[src/hdl/acs_pkg.sv]
// package: constants and types for the converter sequencing block
package acs_pkg;
  localparam int unsigned CLK_HZ        = 20000000;
  localparam int unsigned SAMPLE_NS     = 800;
  localparam int unsigned CONV_NS       = 650;
  localparam int unsigned SAMPLE_CYC    = (SAMPLE_NS * (CLK_HZ / 1000000) + 999) / 1000;
  localparam int unsigned CONV_CYC      = (CONV_NS * (CLK_HZ / 1000000) + 999) / 1000;
  localparam int unsigned CNT_W         = 8;
  localparam logic [1:0]  SRC_SUBMAIN   = 2'h3;
  localparam logic [1:0]  SEQ_SINGLE    = 2'h0;
  localparam logic [15:0] CAL_LO        = 16'h1a1a;
  localparam logic [15:0] CAL_HI        = 16'h1a25;

  typedef enum logic [3:0] {
    ST_IDLE   = 4'h1,
    ST_SAMPLE = 4'h2,
    ST_CONV   = 4'h4,
    ST_HALT   = 4'h8
  } acs_state_e;

  typedef struct packed {
    logic       enable;
    logic       powerOn;
    logic       swStart;
    logic       samplePulse;
    logic [1:0] seqMode;
    logic [1:0] clkSrc;
    logic [2:0] clkDiv;
    logic       subMainOff;
    logic       swTrigSel;
  } acs_ctrl_s;
endpackage

[src/hdl/acs_sequencer.sv]
// converter start, busy, halt and hang sequencing logic
`timescale 1ns/100ps
`default_nettype none
module acs_sequencer
  import acs_pkg::*;
(
  // clock and reset
  input  wire logic        clk,
  input  wire logic        rst,
  input  wire logic        clkEn,
  // control bits
  input  wire acs_ctrl_s   ctrl,
  input  wire logic        ctrlWrite,
  input  wire logic        timerTrig,
  // calibration write attempt
  input  wire logic        calWrite,
  input  wire logic [15:0] calAddr,
  // status
  output logic             conversionBusyFlag,
  output logic             softwareStartPending,
  output logic             conversionDone,
  output logic             halted,
  output logic             hung,
  output logic             calWriteRefused
);

  acs_state_e       state;
  acs_state_e       next_state;
  logic [CNT_W-1:0] cnt;
  acs_ctrl_s        prevCtrl;
  logic             lastTrigHw;
  logic             scPend;
  logic [CNT_W-1:0] busyLen;

  function automatic logic oddDivide(input logic [2:0] d);
    return (d == 3'h2) || (d == 3'h4) || (d == 3'h6);
  endfunction

  wire logic powerToggle  = ctrlWrite && (ctrl.powerOn != prevCtrl.powerOn);
  wire logic multiMode    = ctrl.seqMode != SEQ_SINGLE;
  wire logic enRise       = ctrlWrite && ctrl.enable && !prevCtrl.enable;
  wire logic scRise       = ctrlWrite && ctrl.swStart && !prevCtrl.swStart;
  wire logic srcLeave     = ctrlWrite && (prevCtrl.clkSrc == SRC_SUBMAIN)
                            && (ctrl.clkSrc != SRC_SUBMAIN);
  // odd divide clock hang
  // hang condition
  wire logic clkHangHit   = srcLeave && prevCtrl.subMainOff && oddDivide(prevCtrl.clkDiv);
  // simultaneous enable and start after hardware trigger
  wire logic scHangHit    = enRise && scRise && lastTrigHw;
  wire logic busyNow      = (state == ST_SAMPLE) || (state == ST_CONV);
  wire logic trigReq      = ctrl.swTrigSel ? (scRise || scPend) : timerTrig;
  wire logic startOk      = ctrl.powerOn && ctrl.enable && trigReq && !hung && !scHangHit;
  wire logic cntDone      = cnt == '0;
  wire logic calHit       = calWrite && (calAddr >= CAL_LO) && (calAddr <= CAL_HI);

  always_comb begin
    next_state = state;
    case (state)
      ST_IDLE:   if (startOk) next_state = ST_SAMPLE;
      ST_SAMPLE: if (cntDone) next_state = ST_CONV;
      ST_CONV: begin
        if (cntDone) next_state = ST_IDLE;
      end
      ST_HALT:   next_state = ST_HALT;
      default:   next_state = ST_IDLE;
    endcase
    if (busyNow && powerToggle && multiMode) next_state = ST_HALT;
    if (state == ST_HALT && ctrlWrite && !ctrl.enable && !ctrl.powerOn) next_state = ST_IDLE;
    if (hung || clkHangHit) next_state = ST_HALT;
  end

  always_ff @(posedge clk) begin
    if (rst) begin
      state      <= ST_IDLE;
      cnt        <= '0;
      prevCtrl   <= '0;
      lastTrigHw <= 1'b0;
      scPend     <= 1'b0;
      hung       <= 1'b0;
    end else if (clkEn) begin
      state <= next_state;
      if (ctrlWrite) prevCtrl <= ctrl;
      if (ctrlWrite) lastTrigHw <= !ctrl.swTrigSel ? 1'b1 : (lastTrigHw && !startOk);
      // only a device reset clears the hang
      if (clkHangHit || scHangHit) hung <= 1'b1;
      // start bit never self-clears once hung
      scPend <= (scRise || scPend) && !startOk && !(state == ST_HALT && !hung);
      if (state == ST_IDLE && startOk) cnt <= CNT_W'(SAMPLE_CYC - 1);
      else if (state == ST_SAMPLE && cntDone) cnt <= CNT_W'(CONV_CYC - 1);
      else if (!cntDone) cnt <= cnt - 1'b1;
    end
  end

  // busy from start to conversion end; stuck high on hang while the start bit is pending
  assign conversionBusyFlag   = busyNow || (hung && scPend);
  assign softwareStartPending = scPend;
  assign conversionDone       = (state == ST_CONV) && cntDone && clkEn && !hung;
  assign halted               = state == ST_HALT;
  assign calWriteRefused      = calHit;

  // assertion helper: cycles spent busy in one conversion
  always_ff @(posedge clk) begin
    if (rst) begin
      busyLen <= '0;
    end else if (clkEn) begin
      busyLen <= busyNow ? busyLen + 1'b1 : '0;
    end
  end

  a_busy_covers: assert property (@(posedge clk) disable iff (rst)
    (state == ST_SAMPLE) |-> conversionBusyFlag)
    else $error("busy low during sample");

  a_hang_sticky: assert property (@(posedge clk) disable iff (rst)
    hung |=> hung)
    else $error("hang released without reset");

  a_clk_hang: assert property (@(posedge clk) disable iff (rst)
    (clkEn && clkHangHit) |=> hung && halted)
    else $error("clock hang not entered");

  a_sc_hang: assert property (@(posedge clk) disable iff (rst)
    (clkEn && scHangHit) |=> hung)
    else $error("simultaneous start did not hang");

  a_toggle_halt: assert property (@(posedge clk) disable iff (rst)
    (clkEn && busyNow && powerToggle && multiMode) |=> halted)
    else $error("power toggle did not halt");

  a_cal_refuse: assert property (@(posedge clk) disable iff (rst)
    (calWrite && calAddr == CAL_LO) |-> calWriteRefused)
    else $error("calibration write accepted");

  a_cal_top: assert property (@(posedge clk) disable iff (rst)
    (calWrite && calAddr == CAL_HI) |-> calWriteRefused)
    else $error("calibration top write accepted");

  a_cal_outside: assert property (@(posedge clk) disable iff (rst)
    (calWrite && (calAddr == CAL_LO - 16'h1 || calAddr == CAL_HI + 16'h1))
    |-> !calWriteRefused)
    else $error("write outside calibration range refused");

  a_no_done_hung: assert property (@(posedge clk) disable iff (rst)
    hung |-> !conversionDone)
    else $error("conversion finished while hung");

  a_idle_busy: assert property (@(posedge clk) disable iff (rst)
    (state == ST_IDLE && !hung) |-> !conversionBusyFlag)
    else $error("busy high while idle");

  a_busy_length: assert property (@(posedge clk) disable iff (rst)
    conversionDone |-> busyLen == CNT_W'(SAMPLE_CYC + CONV_CYC - 1))
    else $error("conversion length wrong");

  a_done_pulse: assert property (@(posedge clk) disable iff (rst)
    conversionDone |=> !conversionDone)
    else $error("done longer than one cycle");

  a_start_busy: assert property (@(posedge clk) disable iff (rst)
    (clkEn && state == ST_IDLE && startOk && !clkHangHit) |=> conversionBusyFlag)
    else $error("busy missing after start");

  a_busy_refuse: assert property (@(posedge clk) disable iff (rst)
    (clkEn && state == ST_SAMPLE && !cntDone && !(powerToggle && multiMode)
     && !clkHangHit && !hung) |=> state == ST_SAMPLE)
    else $error("sample phase cut short");

  // hang keeps busy and start bit
  a_hang_busy: assert property (@(posedge clk) disable iff (rst)
    (hung && scPend) |=> conversionBusyFlag && softwareStartPending)
    else $error("hung start bit cleared");

  a_halt_stays: assert property (@(posedge clk) disable iff (rst)
    (halted && !(clkEn && ctrlWrite && !ctrl.enable && !ctrl.powerOn)) |=> halted)
    else $error("halt left without recovery");

  a_halt_release: assert property (@(posedge clk) disable iff (rst)
    (clkEn && halted && !hung && !clkHangHit && ctrlWrite && !ctrl.enable
     && !ctrl.powerOn) |=> !halted)
    else $error("recovery write ignored");

  // even or unit divide switch safe
  a_even_switch: assert property (@(posedge clk) disable iff (rst)
    (clkEn && srcLeave && !oddDivide(prevCtrl.clkDiv) && !hung && !scHangHit) |=> !hung)
    else $error("hang on safe clock switch");

  a_freeze: assert property (@(posedge clk) disable iff (rst)
    !clkEn |=> $stable({state, cnt, hung, scPend}))
    else $error("state moved while frozen");

  c_done:   cover property (@(posedge clk) conversionDone);
  c_halt:   cover property (@(posedge clk) !halted ##1 halted);
  c_hung:   cover property (@(posedge clk) !hung ##1 hung);
  c_cal:    cover property (@(posedge clk) calWriteRefused);
  c_sw:     cover property (@(posedge clk) scRise && startOk);

endmodule
`default_nettype wire

[config.mk]
export PLATFORM = sky130hd
export DESIGN_NAME = acs_sequencer
export DESIGN_NICKNAME = d
export VERILOG_FILES = /design/src/hdl/acs_pkg.sv /design/src/hdl/acs_sequencer.sv
export SDC_FILE = /design/constraint.sdc
export NUM_CORES = 1
export LEC_CHECK = 0
export ABC_AREA = 0
export BUFFER_PORTS_ARGS = -buffer_cell sky130_fd_sc_hd__buf_2
export CORE_MARGIN = 2
export CORE_UTILIZATION = 48
export CTS_BUF_LIST = sky130_fd_sc_hd__clkbuf_4 sky130_fd_sc_hd__clkbuf_8
export CTS_CLUSTER_SIZE = 40
export DETAILED_ROUTE_END_ITERATION = 8
export PLACE_DENSITY = 0.84
export RECOVER_POWER = 100
export SYNTH_ARGS = -nofsm -noshare
export SYNTH_HDL_FRONTEND = slang
export SYNTH_SLANG_ARGS = --single-unit
[constraint.sdc]
create_clock -name clk -period 2 [get_ports clk]
set_input_delay 0.2 -clock clk [delete_from_list [all_inputs] [get_ports clk]]
set_output_delay 0.2 -clock clk [all_outputs]
set_load 0.01 [all_outputs]
Word-level counts from Yosys, hierarchy flattened
Index checks and enable logic that the tools add are counted.
- add/sub/neg operators: 1
- $lt $le $gt $ge: 2
- eq/ne operators: 14
- multiplexer cells: 12
- reduce and logical (&&, ||, !) cells: 53
- operators by type and width (operator ; count):
    $logic_and A1 B1 Y1 ; 32
    $mux W4 ; 6
    $mux W8 ; 3
    $ge A16 B13 Y1 const B ; 1
    $le A16 B13 Y1 const B ; 1
    $pmux W4 S4 ; 1
    $ne A5 B2 Y1 const B ; 2
    $logic_not A1 Y1 ; 8
    $logic_not A8 Y1 ; 1
    $sub A8 B1 Y8 const B ; 1
    $logic_or A1 B1 Y1 ; 7
    $eq A3 B3 Y1 const B ; 2
    $reduce_and A2 Y1 ; 3
    $ne A5 B5 Y1 const B ; 1
    $eq A4 B1 Y1 const B ; 1
    $eq A4 B2 Y1 const B ; 1
    $eq A4 B3 Y1 const B ; 1
    $eq A4 B4 Y1 const B ; 1
    $reduce_and A4 Y1 ; 1
    $eq A3 B2 Y1 const B ; 1
    $ne A3 B1 Y1 const B ; 1
    $eq A2 B2 Y1 const B ; 1
    $mux W1 ; 2
    $ne A2 B2 Y1 const B ; 1
    2 further kinds ; 2
- bits in registers: 24
- input port bits: 35
- logic and storage cells: 93

Depth between registers and ports, before layout
Gate-level depths: netlist (run 1).
- depth in word-level cells: 12
- depth in mapped cells: 8
- depth with buffers taken out: 8

Least setup slack after synthesis (run 1)
OpenSTA, ideal clock, no wires.
- path type: reg2reg
- from: reg state[1]
- to: reg cnt[7]
- library setup time: 0.128 ns
- data arrival time: 1.746 ns
- required time: 1.872 ns
- setup slack: 0.126 ns
- cell stages (with the launch flop): 6
- path buffers: 0
- cells stage by stage: dfxtp_1 or4b_4 or4_4 and3_1 a221oi_2 nor2_1
- cells in the longest elaborated chain, start to end: 4
- RTL lines (item ; RTL line ; text):
    start, declared ; acs_sequencer.sv:27 ; acs_state_e state;
    start signal, assigned ; acs_sequencer.sv:81 ; state <= next_state;
    $eq A4 B1 Y1 / $eq A4 B2 Y1 (equally long branches) ; acs_sequencer.sv:88, acs_sequencer.sv:89 ;
    $logic_and A1 B1 Y1 (on tied branches) ; acs_sequencer.sv:88, acs_sequencer.sv:89 ;
    $ne A3 B1 Y1 (no line) / $mux W8 (equally long branches) ; n/a ;
    $reduce_and A2 Y1 (no line) / $mux W8 (equally long branches) ; n/a ;
    end signal, assigned ; acs_sequencer.sv:88 ; if (state == ST_IDLE && startOk) cnt <= CNT_W'(SAMPLE_CYC - 1);
    end signal, assigned ; acs_sequencer.sv:89 ; else if (state == ST_SAMPLE && cntDone) cnt <= CNT_W'(CONV_CYC - 1);
    end signal, assigned ; acs_sequencer.sv:90 ; else if (!cntDone) cnt <= cnt - 1'b1;
    end, declared ; acs_sequencer.sv:29 ; logic [CNT_W-1:0] cnt;
Parallel ways exist; a longest one is shown, timed or not.
A chain may end at the register's enable or synchronous reset.

Final worst setup path (run 1)
- from: reg state[1]
- to: reg state[0]
- cells in the longest elaborated chain, start to end: 7
- RTL lines (item):
    branches (longest 7 deep; another with $ne A5 B2 Y1)
Several ways; the timed one is not identified.

==> results.json, run 1 <==
{
  "nets": 274,
  "dr.pass1.iters": 8,
  "holdBufCountCts": 0,
  "grt_overflow": 0,
  "rrSetupSlack_ns": 0.003,
  "power_w": 0.00220,
  "finalSetupTns_ns": 0,
  "fp.dieH_um": 58.6,
  "synth_common_cells": "nand2_1, dfxtp_1, a21oi_1",
  "critPathMaxStageDelay_ns": 0.43,
  "r2r_start": "state[1]$_SDFFE_PP0P_",
  "rows": 19,
  "endpoint_kind": "flip-flop",
  "ys.flop_type": "dfxtp_1",
  "worstPathBufferInverterCount": 1,
  "violations": "DRC",
  "synth_top_family_by_area": "simple AND/OR/NAND/NOR gates",
  "design_area_um2": 1850,
  "cp_cell_sequence": "buf_4 > xnor2_2 > nor4_1 > nor4_1 > a21bo_4 > nor3b_1 > a211o_1",
  "max_freq_ghz": 0.501,
  "route.vias.total": 1590,
  "wl_per_cell_um": 13.8,
  "finalCriticalPeriod_ns": 2.00,
  "ant_nets": 0,
  "hold_viol": 0,
  "synthXorXnorAreaFrac_pct": 1.22,
  "antenna_found_initial": 0,
  "yosys.area.top_type": "dfxtp_1",
  "synth_largest_type_area_fraction_pct": 33.6,
  "status": "complete, but fails checks",
  "syn_avg_cell_area_um2": 7.78,
  "area_delta_synth_final_pct": 29.3,
  "cts_tree": "done",
  "synth-compound-area-share_pct": 24.7,
  "yosysMostFrequentCell": "nand2_1",
  "startpoint": "state[1]$_SDFFE_PP0P_",
  "worstSkewPairLatency_ns": 0.32,
  "hp-class": "primary input to flip-flop",
  "route.detailed.drc": 5,
  "slew_headroom_pct": 63.1,
  "powerDensity_nw_per_um2": 1190,
  "grt_pass1_wl_um": 6020,
  "fin_crit_sh_pct": 99.9,
  "drive_gt1_share_pct": 34.3,
  "cpLargestDelayFamily": "simple AND/OR/NAND/NOR gates",
  "port_buffers": 38,
  "muxShareOfSynthArea_pct": 0.699,
  "finalNonFillerCells": 267,
  "maxCapViolCount": 0,
  "antenna_cells": 0,
  "hp-start": "ctrl[1]",
  "chipWidth_um": 58.6,
  "finClkSkew_ns": 0.00548,
  "clk_pin_slew_ns": 0.14,
  "htree_levels": 1,
  "synth_area_leaders": "dfxtp_1, a21oi_1, nand2_1",
  "critPathRequiredTime_ns": 2.22,
  "ys_warn_count": 0,
  "synth_edf_count": 0,
  "startpoint_type": "flip-flop",
  "drt_iter0_markers": 57,
  "syn-num-nets": 221,
  "die_area_um2": 3430,
  "cts_max_path_buffers": 2,
  "wirelength_um": 3700,
  "leakagePower_nw": 0.786,
  "grt_usage_pct": 22.1,
  "ys_seq_area_share_pct": 33.6,
  "crit_arrival_ns": 2.22,
  "dpl_cell_area_um2": 1740,
  "viasPerCell": 5.96,
  "async_reset_ff_share_pct": 0,
  "root_buffer": "clkbuf_4",
  "io_pins": 41,
  "grt_max_degree": 24,
  "vdd_drop_max_v": 0.000952,
  "clock-sinks": 24,
  "place_congestion": 0.913,
  "path_max_fanout": 5,
  "dp_hpwl_um": 2790,
  "fin_util_pct": 66.0,
  "finalSetupViolations": 0,
  "tightest_slew_ns": 0.548,
  "grt_pass1_vias": 1431,
  "drv_slew": 0,
  "synthCells": 184,
  "rsz0062_at_grt": "yes",
  "ys_ff_latch": 24,
  "synth-simple-area-share_pct": 34.4,
  "slowest_stage": "nor4_1",
  "ys_types": 49,
  "numCtsBuffers": 3,
  "start_util_pct": 51.0,
  "path_class": "flip-flop to flip-flop",
  "cpMostUsedCell": "nor4_1",
  "synth_fa_ha_area_share_pct": 1.75,
  "core_region_area_um2": 2810,
  "synth_area_um2": 1430,
  "placed_cells": 262
}
==> report_power, final <==
part	switching [W]	total, W	internal (W)
combinational	0.000577	0.00116	0.000586
clock	0.000152	0.000354	0.000203
sequential	0.000102	0.000685	0.000584
==> registers in the layout (all words and copies together) (netlist names) <==
name / count
hung: 1
softwareStartPending: 1
prevCtrl: 9
cnt: 8
lastTrigHw: 1
state: 4
==> worst reg2reg max path, stage by stage, from the launching register on <==
cell	delay, ns
dfxtp_2	0.36
buf_4	0.15
xnor2_2	0.16
nor4_1	0.09
nor4_1	0.43
a21bo_4	0.30
nor3b_1	0.14
a211o_1	0.27
==> worst paths after layout <==
| kind | to | cells after the start |
|---|---|---|
| max | state[0]$_SDFFE_PP1P_ | 7 |
| min | prevCtrl[1]$_SDFFE_PP0P_ | 3 |
| max reg2reg | state[0]$_SDFFE_PP1P_ | 7 |
| min reg2reg | prevCtrl[10]$_SDFFE_PP0P_ | 2 |
==> metal layers <==
layer	track usage, %	part of all wire [%]	vias up
met5	0	0	-
met4	3.25	0.57	0
met2	40.0	48	79
met3	4.84	9.8	4
li1	-	-	791
met1	27.4	42	716
==> cells in the final DEF, fill, tap and decap left out, types with 3 or more instances in the layout <==
cell,n
a21oi_1,23
a22oi_1,3
buf_2,38
buf_4,15
clkbuf_4,3
dfxtp_1,19
dfxtp_2,5
inv_1,8
nand2_1,29
nor2_1,15
nor3_1,4
nor4_1,7
o21ai_0,9
or3_1,3
==> cells by family after synthesis <==
kind of cell,count (synthesis)
buffers and inverters,13
AOI/OAI and AO/OA,55
adders and majority gates,2
muxes,1
DFF,24
xor gates and xnor gates,2
and+or+nand+nor,87
==> area by class of cell <==
cell class,count,area [um^2]
Timing Repair Buffer,53,303
Clock buffer,3,22.5
Fill cell,247,955
Clock inverter,1,30.0
Multi-Input combinational cell,147,940
Tap cell,31,38.8
Inverter,8,30.0
Sequential cell,24,487
==> stage by stage <==
stage               hold WS (ns)  setup slack (ns)
finish                    0.0955           0.00270
global route               0.102           -0.0355
CTS                       0.0908           0.00376
detailed placement         0.445           -0.0137
global placement           0.440            0.0307
floorplan                  0.336             0.126
==> timing repair <==
action                     in CTS  in global routing
setup endpoints to repair       7                  8
resized for setup               5                  8
setup buffers                   0                  1
pin swaps                       1                  2
Note: power is estimated with default switching activity, not from simulation.
==> inputs of run 2 (changes only) <==
--- a/config.mk
+++ b/config.mk
@@ -8,11 +8,11 @@
 export ABC_AREA = 0
 export BUFFER_PORTS_ARGS = -buffer_cell sky130_fd_sc_hd__buf_2
 export CORE_MARGIN = 2
-export CORE_UTILIZATION = 48
+export CORE_UTILIZATION = 50
 export CTS_BUF_LIST = sky130_fd_sc_hd__clkbuf_4 sky130_fd_sc_hd__clkbuf_8
 export CTS_CLUSTER_SIZE = 40
 export DETAILED_ROUTE_END_ITERATION = 8
-export PLACE_DENSITY = 0.84
+export PLACE_DENSITY = 0.83
 export RECOVER_POWER = 100
 export SYNTH_ARGS = -nofsm -noshare
 export SYNTH_HDL_FRONTEND = slang
==> constraint.sdc (replaced) <==
create_clock -name clk -period 1.87 [get_ports clk]
set_input_delay 0.187 -clock clk [delete_from_list [all_inputs] [get_ports clk]]
set_output_delay 0.187 -clock clk [all_outputs]
set_load 0.01 [all_outputs]
==> results.json, run 2 (same netlist as run 1, synthesis figures left out) <==
{
  "endpoint_kind": "flip-flop",
  "finalCriticalPeriod_ns": 1.95,
  "crit_arrival_ns": 2.17,
  "grt_overflow": 0,
  "maxCapViolCount": 0,
  "startpoint_type": "flip-flop",
  "cp_cell_sequence": "and3b_2 > and4b_2 > or4_4 > and3_4 > a221oi_2 > nor2_1",
  "area_delta_synth_final_pct": 45.8,
  "vdd_drop_max_v": 0.000974,
  "drv_slew": 0,
  "grt_pass1_wl_um": 6730,
  "rsz0062_at_grt": "yes",
  "finalSetupViolations": 5,
  "hp-class": "primary input to flip-flop",
  "path_max_fanout": 5,
  "worstPathBufferInverterCount": 0,
  "port_buffers": 38,
  "critPathMaxStageDelay_ns": 0.56,
  "grt_usage_pct": 25.8,
  "globalRouteMet2Util_pct": 41.9,
  "start_util_pct": 52.4,
  "grt_pass1_vias": 1527,
  "fp.dieH_um": 57.5,
  "placed_cells": 275,
  "wirelength_um": 4320,
  "top_usage_layer": "met2",
  "io_pins": 41,
  "final_common_cell": "buf_2",
  "setup_ws_ns": -0.0804,
  "dr.pass1.iters": 7,
  "largest_reg_flops": 9,
  "antenna_found_initial": 0,
  "path_class": "flip-flop to flip-flop",
  "rows": 19,
  "die_area_um2": 3310,
  "status": "complete, but fails checks",
  "critPathRequiredTime_ns": 2.09,
  "grtUsageMet3_pct": 3.40,
  "route.vias.total": 1703,
  "use_met1_pct": 33.5,
  "clock-sinks": 24,
  "design_area_um2": 2090,
  "powerDensity_nw_per_um2": 1330,
  "slew_headroom_pct": 57.2,
  "fin_crit_sh_pct": 104,
  "cts_max_path_buffers": 2,
  "leakagePower_nw": 0.897,
  "root_buffer": "clkbuf_4",
  "core_region_area_um2": 2730,
  "dp_hpwl_um": 2840,
  "cts_tree": "done",
  "finalNonFillerCells": 284,
  "chipWidth_um": 57.5,
  "hold_viol": 0,
  "finClkSkew_ns": 0.00229,
  "dpl_cell_area_um2": 1850,
  "wl_per_cell_um": 15.2,
  "slowest_stage": "or4_4",
  "power_w": 0.00278,
  "grt_max_degree": 24,
  "violations": "setup timing",
  "antenna_cells": 0,
  "worstSkewPairLatency_ns": 0.33,
  "holdWs_ns": 0.0737,
  "viasPerCell": 6.00,
  "drive_gt1_share_pct": 46.2,
  "htree_levels": 1,
  "mostFrequentLayoutCells": "buf_2, buf_4, nand2_1",
  "cpLargestDelayFamily": "simple AND/OR/NAND/NOR gates",
  "numCtsBuffers": 3,
  "clk_pin_slew_ns": 0.14,
  "place_congestion": 0.912,
  "route.detailed.drc": 0,
  "fillers": 181,
  "tightest_slew_ns": 0.636,
  "nets": 291,
  "max_freq_ghz": 0.513,
  "reg_top3": "prevCtrl (9), cnt (8), state (4)",
  "top_register": "prevCtrl",
  "ant_nets": 0,
  "drt_iter0_markers": 72,
  "holdBufCountCts": 0
}
run 2: cell count changes in the layout (fill, tap and decap cells not counted), moves of 3 or more:
cell	change
buf_4	+16
a21oi_1	-6
a21oi_2	+6
o21ai_0	-3
o21ai_2	+3
or3_1	-3
or3_4	+3
run 2: timing repair:
item / CTS / global route
setup endpoints to repair: 13 / 15
gates resized for setup: 18 / 22
setup buffers: 5 / 0
pin swaps: 12 / 6
run 2: power by group:
group	total [W]	switching (W)	internal [W]	leakage (nW)
logic	0.00167	0.000800	0.000867	0.670
registers	0.000728	0.0000966	0.000632	0.199
clock network	0.000388	0.000171	0.000217	0.0279
total	0.00278	0.00107	0.00172	0.897
run 2: worst reg2reg max path: stages (launching register included):
cell and delay [ns]:
dfxtp_2 0.35, and3b_2 0.23, and4b_2 0.30, or4_4 0.56, and3_4 0.18, a221oi_2 0.17
nor2_1 0.06
run 2: area by class of cell:
class	count	area [um^2]	area share, %
tap	31	38.8	1.86
multi-input combinational	147	1030	49.4
inverter	8	30.0	1.44
timing repair buffer	70	440	21.1
sequential	24	494	23.7
clock buffer	3	22.5	1.08
clock inverter	1	30.0	1.44
run 2: routing by layer:
layer | part of all wire, % | vias to the layer above | wire, um
li1 | - | 819 | -
met1 | 42 | 803 | 1820
met2 | 49 | 71 | 2120
met3 | 6.7 | 10 | 289
met4 | 2.0 | 0 | 87
met5 | 0 | - | 0
run 2: metrics by stage:
step	TNS (ns)	utilization, %	worst slack, ns
after floorplan	-0.000581	-	-0.000581
after global placement	-0.132	67.6	-0.0444
after detailed placement	-0.333	67.6	-0.0782
after CTS	-0.0951	73.6	-0.0386
after global routing	-0.988	76.3	-0.137
final	-0.248	76.3	-0.0804
run 2: path summary, 6_finish.rpt:
path / start / endpoint / slack (ns) / cells after the start
setup / recovery: prevCtrl[10]$_SDFFE_PP0P_ / cnt[7]$_SDFFE_PP0P_ / -0.08 / 6
hold / removal: ctrl[3] / prevCtrl[3]$_SDFFE_PP0P_ / 0.07 / 3
setup reg to reg: prevCtrl[10]$_SDFFE_PP0P_ / cnt[7]$_SDFFE_PP0P_ / -0.08 / 6
hold reg to reg: prevCtrl[5]$_SDFFE_PP0P_ / prevCtrl[5]$_SDFFE_PP0P_ / 0.47 / 2
==> inputs of run 3 (changes only) <==
--- a/config.mk
+++ b/config.mk
@@ -14,6 +14,7 @@
 export DETAILED_ROUTE_END_ITERATION = 8
 export PLACE_DENSITY = 0.83
 export RECOVER_POWER = 100
+export REMOVE_ABC_BUFFERS = 1
 export SYNTH_ARGS = -nofsm -noshare
 export SYNTH_HDL_FRONTEND = slang
 export SYNTH_SLANG_ARGS = --single-unit
==> results.json, run 3 (same netlist as run 1, synthesis figures left out) <==
{
  "status": "complete, but fails checks",
  "violations": "setup timing",
  "grt_pass1_vias": 1563,
  "leakagePower_nw": 0.883,
  "vdd_drop_max_v": 0.00103,
  "finalCriticalPeriod_ns": 1.93,
  "largest_reg_flops": 9,
  "finalSetupViolations": 2,
  "dp_hpwl_um": 2860,
  "grt_usage_pct": 24.8,
  "antenna_found_initial": 0,
  "wl_per_cell_um": 14.7,
  "fin_crit_sh_pct": 103,
  "io_pins": 41,
  "critPathRequiredTime_ns": 2.08,
  "rrSetupSlack_ns": -0.06,
  "fp.dieH_um": 57.5,
  "reg_top3": "prevCtrl (9), cnt (8), state (4)",
  "nets": 294,
  "maxCapViolCount": 0,
  "final_common_cell": "buf_2",
  "placed_cells": 276,
  "htree_levels": 1,
  "regArea_um2": 498,
  "crit_arrival_ns": 2.13,
  "tightest_slew_ns": 0.575,
  "rsz0062_at_grt": "yes",
  "dr.pass1.iters": 4,
  "max_freq_ghz": 0.519,
  "slowest_stage": "or4_4",
  "endpoint_kind": "flip-flop",
  "critPathMaxStageDelay_ns": 0.56,
  "cpLargestDelayFamily": "simple AND/OR/NAND/NOR gates",
  "holdWs_ns": 0.100,
  "worstSkewPairLatency_ns": 0.31,
  "worstPathBufferInverterCount": 0,
  "cp_cell_sequence": "and3b_2 > and4b_2 > or4_4 > and3_4 > a221oi_2 > nor2_1",
  "holdBufCountCts": 0,
  "root_buffer": "clkbuf_4",
  "mostFrequentLayoutCells": "buf_2, buf_4, nand2_1",
  "core_region_area_um2": 2730,
  "viasPerCell": 5.78,
  "path_class": "flip-flop to flip-flop",
  "drt_iter0_markers": 51,
  "area_delta_synth_final_pct": 45.6,
  "start_util_pct": 52.4,
  "port_buffers": 38,
  "hold_viol": 0,
  "place_congestion": 0.905,
  "die_area_um2": 3310,
  "finClkSkew_ns": 0.0110,
  "slew_headroom_pct": 61.6,
  "multi_input_area_um2": 1040,
  "wirelength_um": 4200,
  "pre_cts_ws_ns": -0.0787,
  "path_max_fanout": 5,
  "hp-class": "primary input to flip-flop",
  "route.vias.total": 1652,
  "fillers": 193,
  "finalNonFillerCells": 286,
  "top_register": "prevCtrl",
  "grt_pass1_wl_um": 6490,
  "clk_pin_slew_ns": 0.14,
  "numCtsBuffers": 3,
  "setup_ws_ns": -0.0570,
  "chipWidth_um": 57.5,
  "power_w": 0.00279,
  "grt_overflow": 0,
  "startpoint_type": "flip-flop",
  "ant_nets": 0,
  "drive_gt1_share_pct": 45.5,
  "cts_tree": "done",
  "clock-sinks": 24,
  "route.detailed.drc": 0,
  "powerDensity_nw_per_um2": 1340,
  "rows": 19,
  "drv_slew": 0,
  "antenna_cells": 0,
  "grt_max_degree": 24,
  "cts_max_path_buffers": 2,
  "finalSetupTns_ns": -0.0789
}
==> run 3: cell count changes in the layout (fill, tap and decap cells not counted), moves of 3 or more <==
cell      before  now
clkbuf_1       0    4
a21oi_1       17   20
a21oi_2        6    3
dfxtp_1       17   14
dfxtp_2        5    8
==> run 3: power by group <==
group | internal (W) | leakage (nW) | switching [W]
clock network | 0.0000751 | 0.0138 | 0.000153
logic | 0.000972 | 0.669 | 0.000819
registers | 0.000640 | 0.200 | 0.000129
==> run 3: layer usage <==
| layer | vias to the layer above | wire (um) | share of wire (%) | track usage (%) |
|---|---|---|---|---|
| met3 | 2 | 253 | 6.0 | 4.31 |
| li1 | 823 | - | - | - |
| met4 | 0 | 24 | 0.57 | 7.64 |
| met2 | 54 | 2230 | 53 | 46.8 |
| met1 | 773 | 1690 | 40 | 28.1 |
| met5 | - | 0 | 0 | 0 |
==> run 3: path summary, 6_finish.rpt <==
check | to | from | depth (start not counted)
min reg2reg | prevCtrl[12]$_SDFFE_PP0P_ | prevCtrl[12]$_SDFFE_PP0P_ | 2
max reg2reg | cnt[7]$_SDFFE_PP0P_ | prevCtrl[10]$_SDFFE_PP0P_ | 6
min | prevCtrl[10]$_SDFFE_PP0P_ | ctrl[10] | 3
max | cnt[7]$_SDFFE_PP0P_ | prevCtrl[10]$_SDFFE_PP0P_ | 6
==> run 3: what timing repair did <==
| item | 4_1_cts | 5_1_grt |
|---|---|---|
| pin swaps | 11 | 7 |
| buffers inserted | 4 | 3 |
| gates resized for setup | 23 | 23 |
| endpoints found under the setup margin | 13 | 13 |
==> run 3: final cells by class <==
cell class	instances	area share (%)
Tap cell	31	1.86
Inverter	8	1.44
Timing Repair Buffer	73	21.6
Sequential cell	24	23.9
Multi-Input combinational cell	147	50.1
Clock buffer	3	1.08
==> run 3: worst reg2reg max path, stage by stage (launching register included) <==
cell and delay [ns]:
dfxtp_2 0.35, and3b_2 0.22, and4b_2 0.28, or4_4 0.57
and3_4 0.19, a221oi_2 0.17, nor2_1 0.06
==> run 3: per-stage QoR <==
stage          utilization (%)  instance area [um^2]
5_1_grt                   76.2                  2080
6_report                  76.2                  2080
2_1_floorplan                -                  1410
4_1_cts                   72.8                  1990
3_5_place_dp              67.6                  1850
3_3_place_gp              67.6                  1850
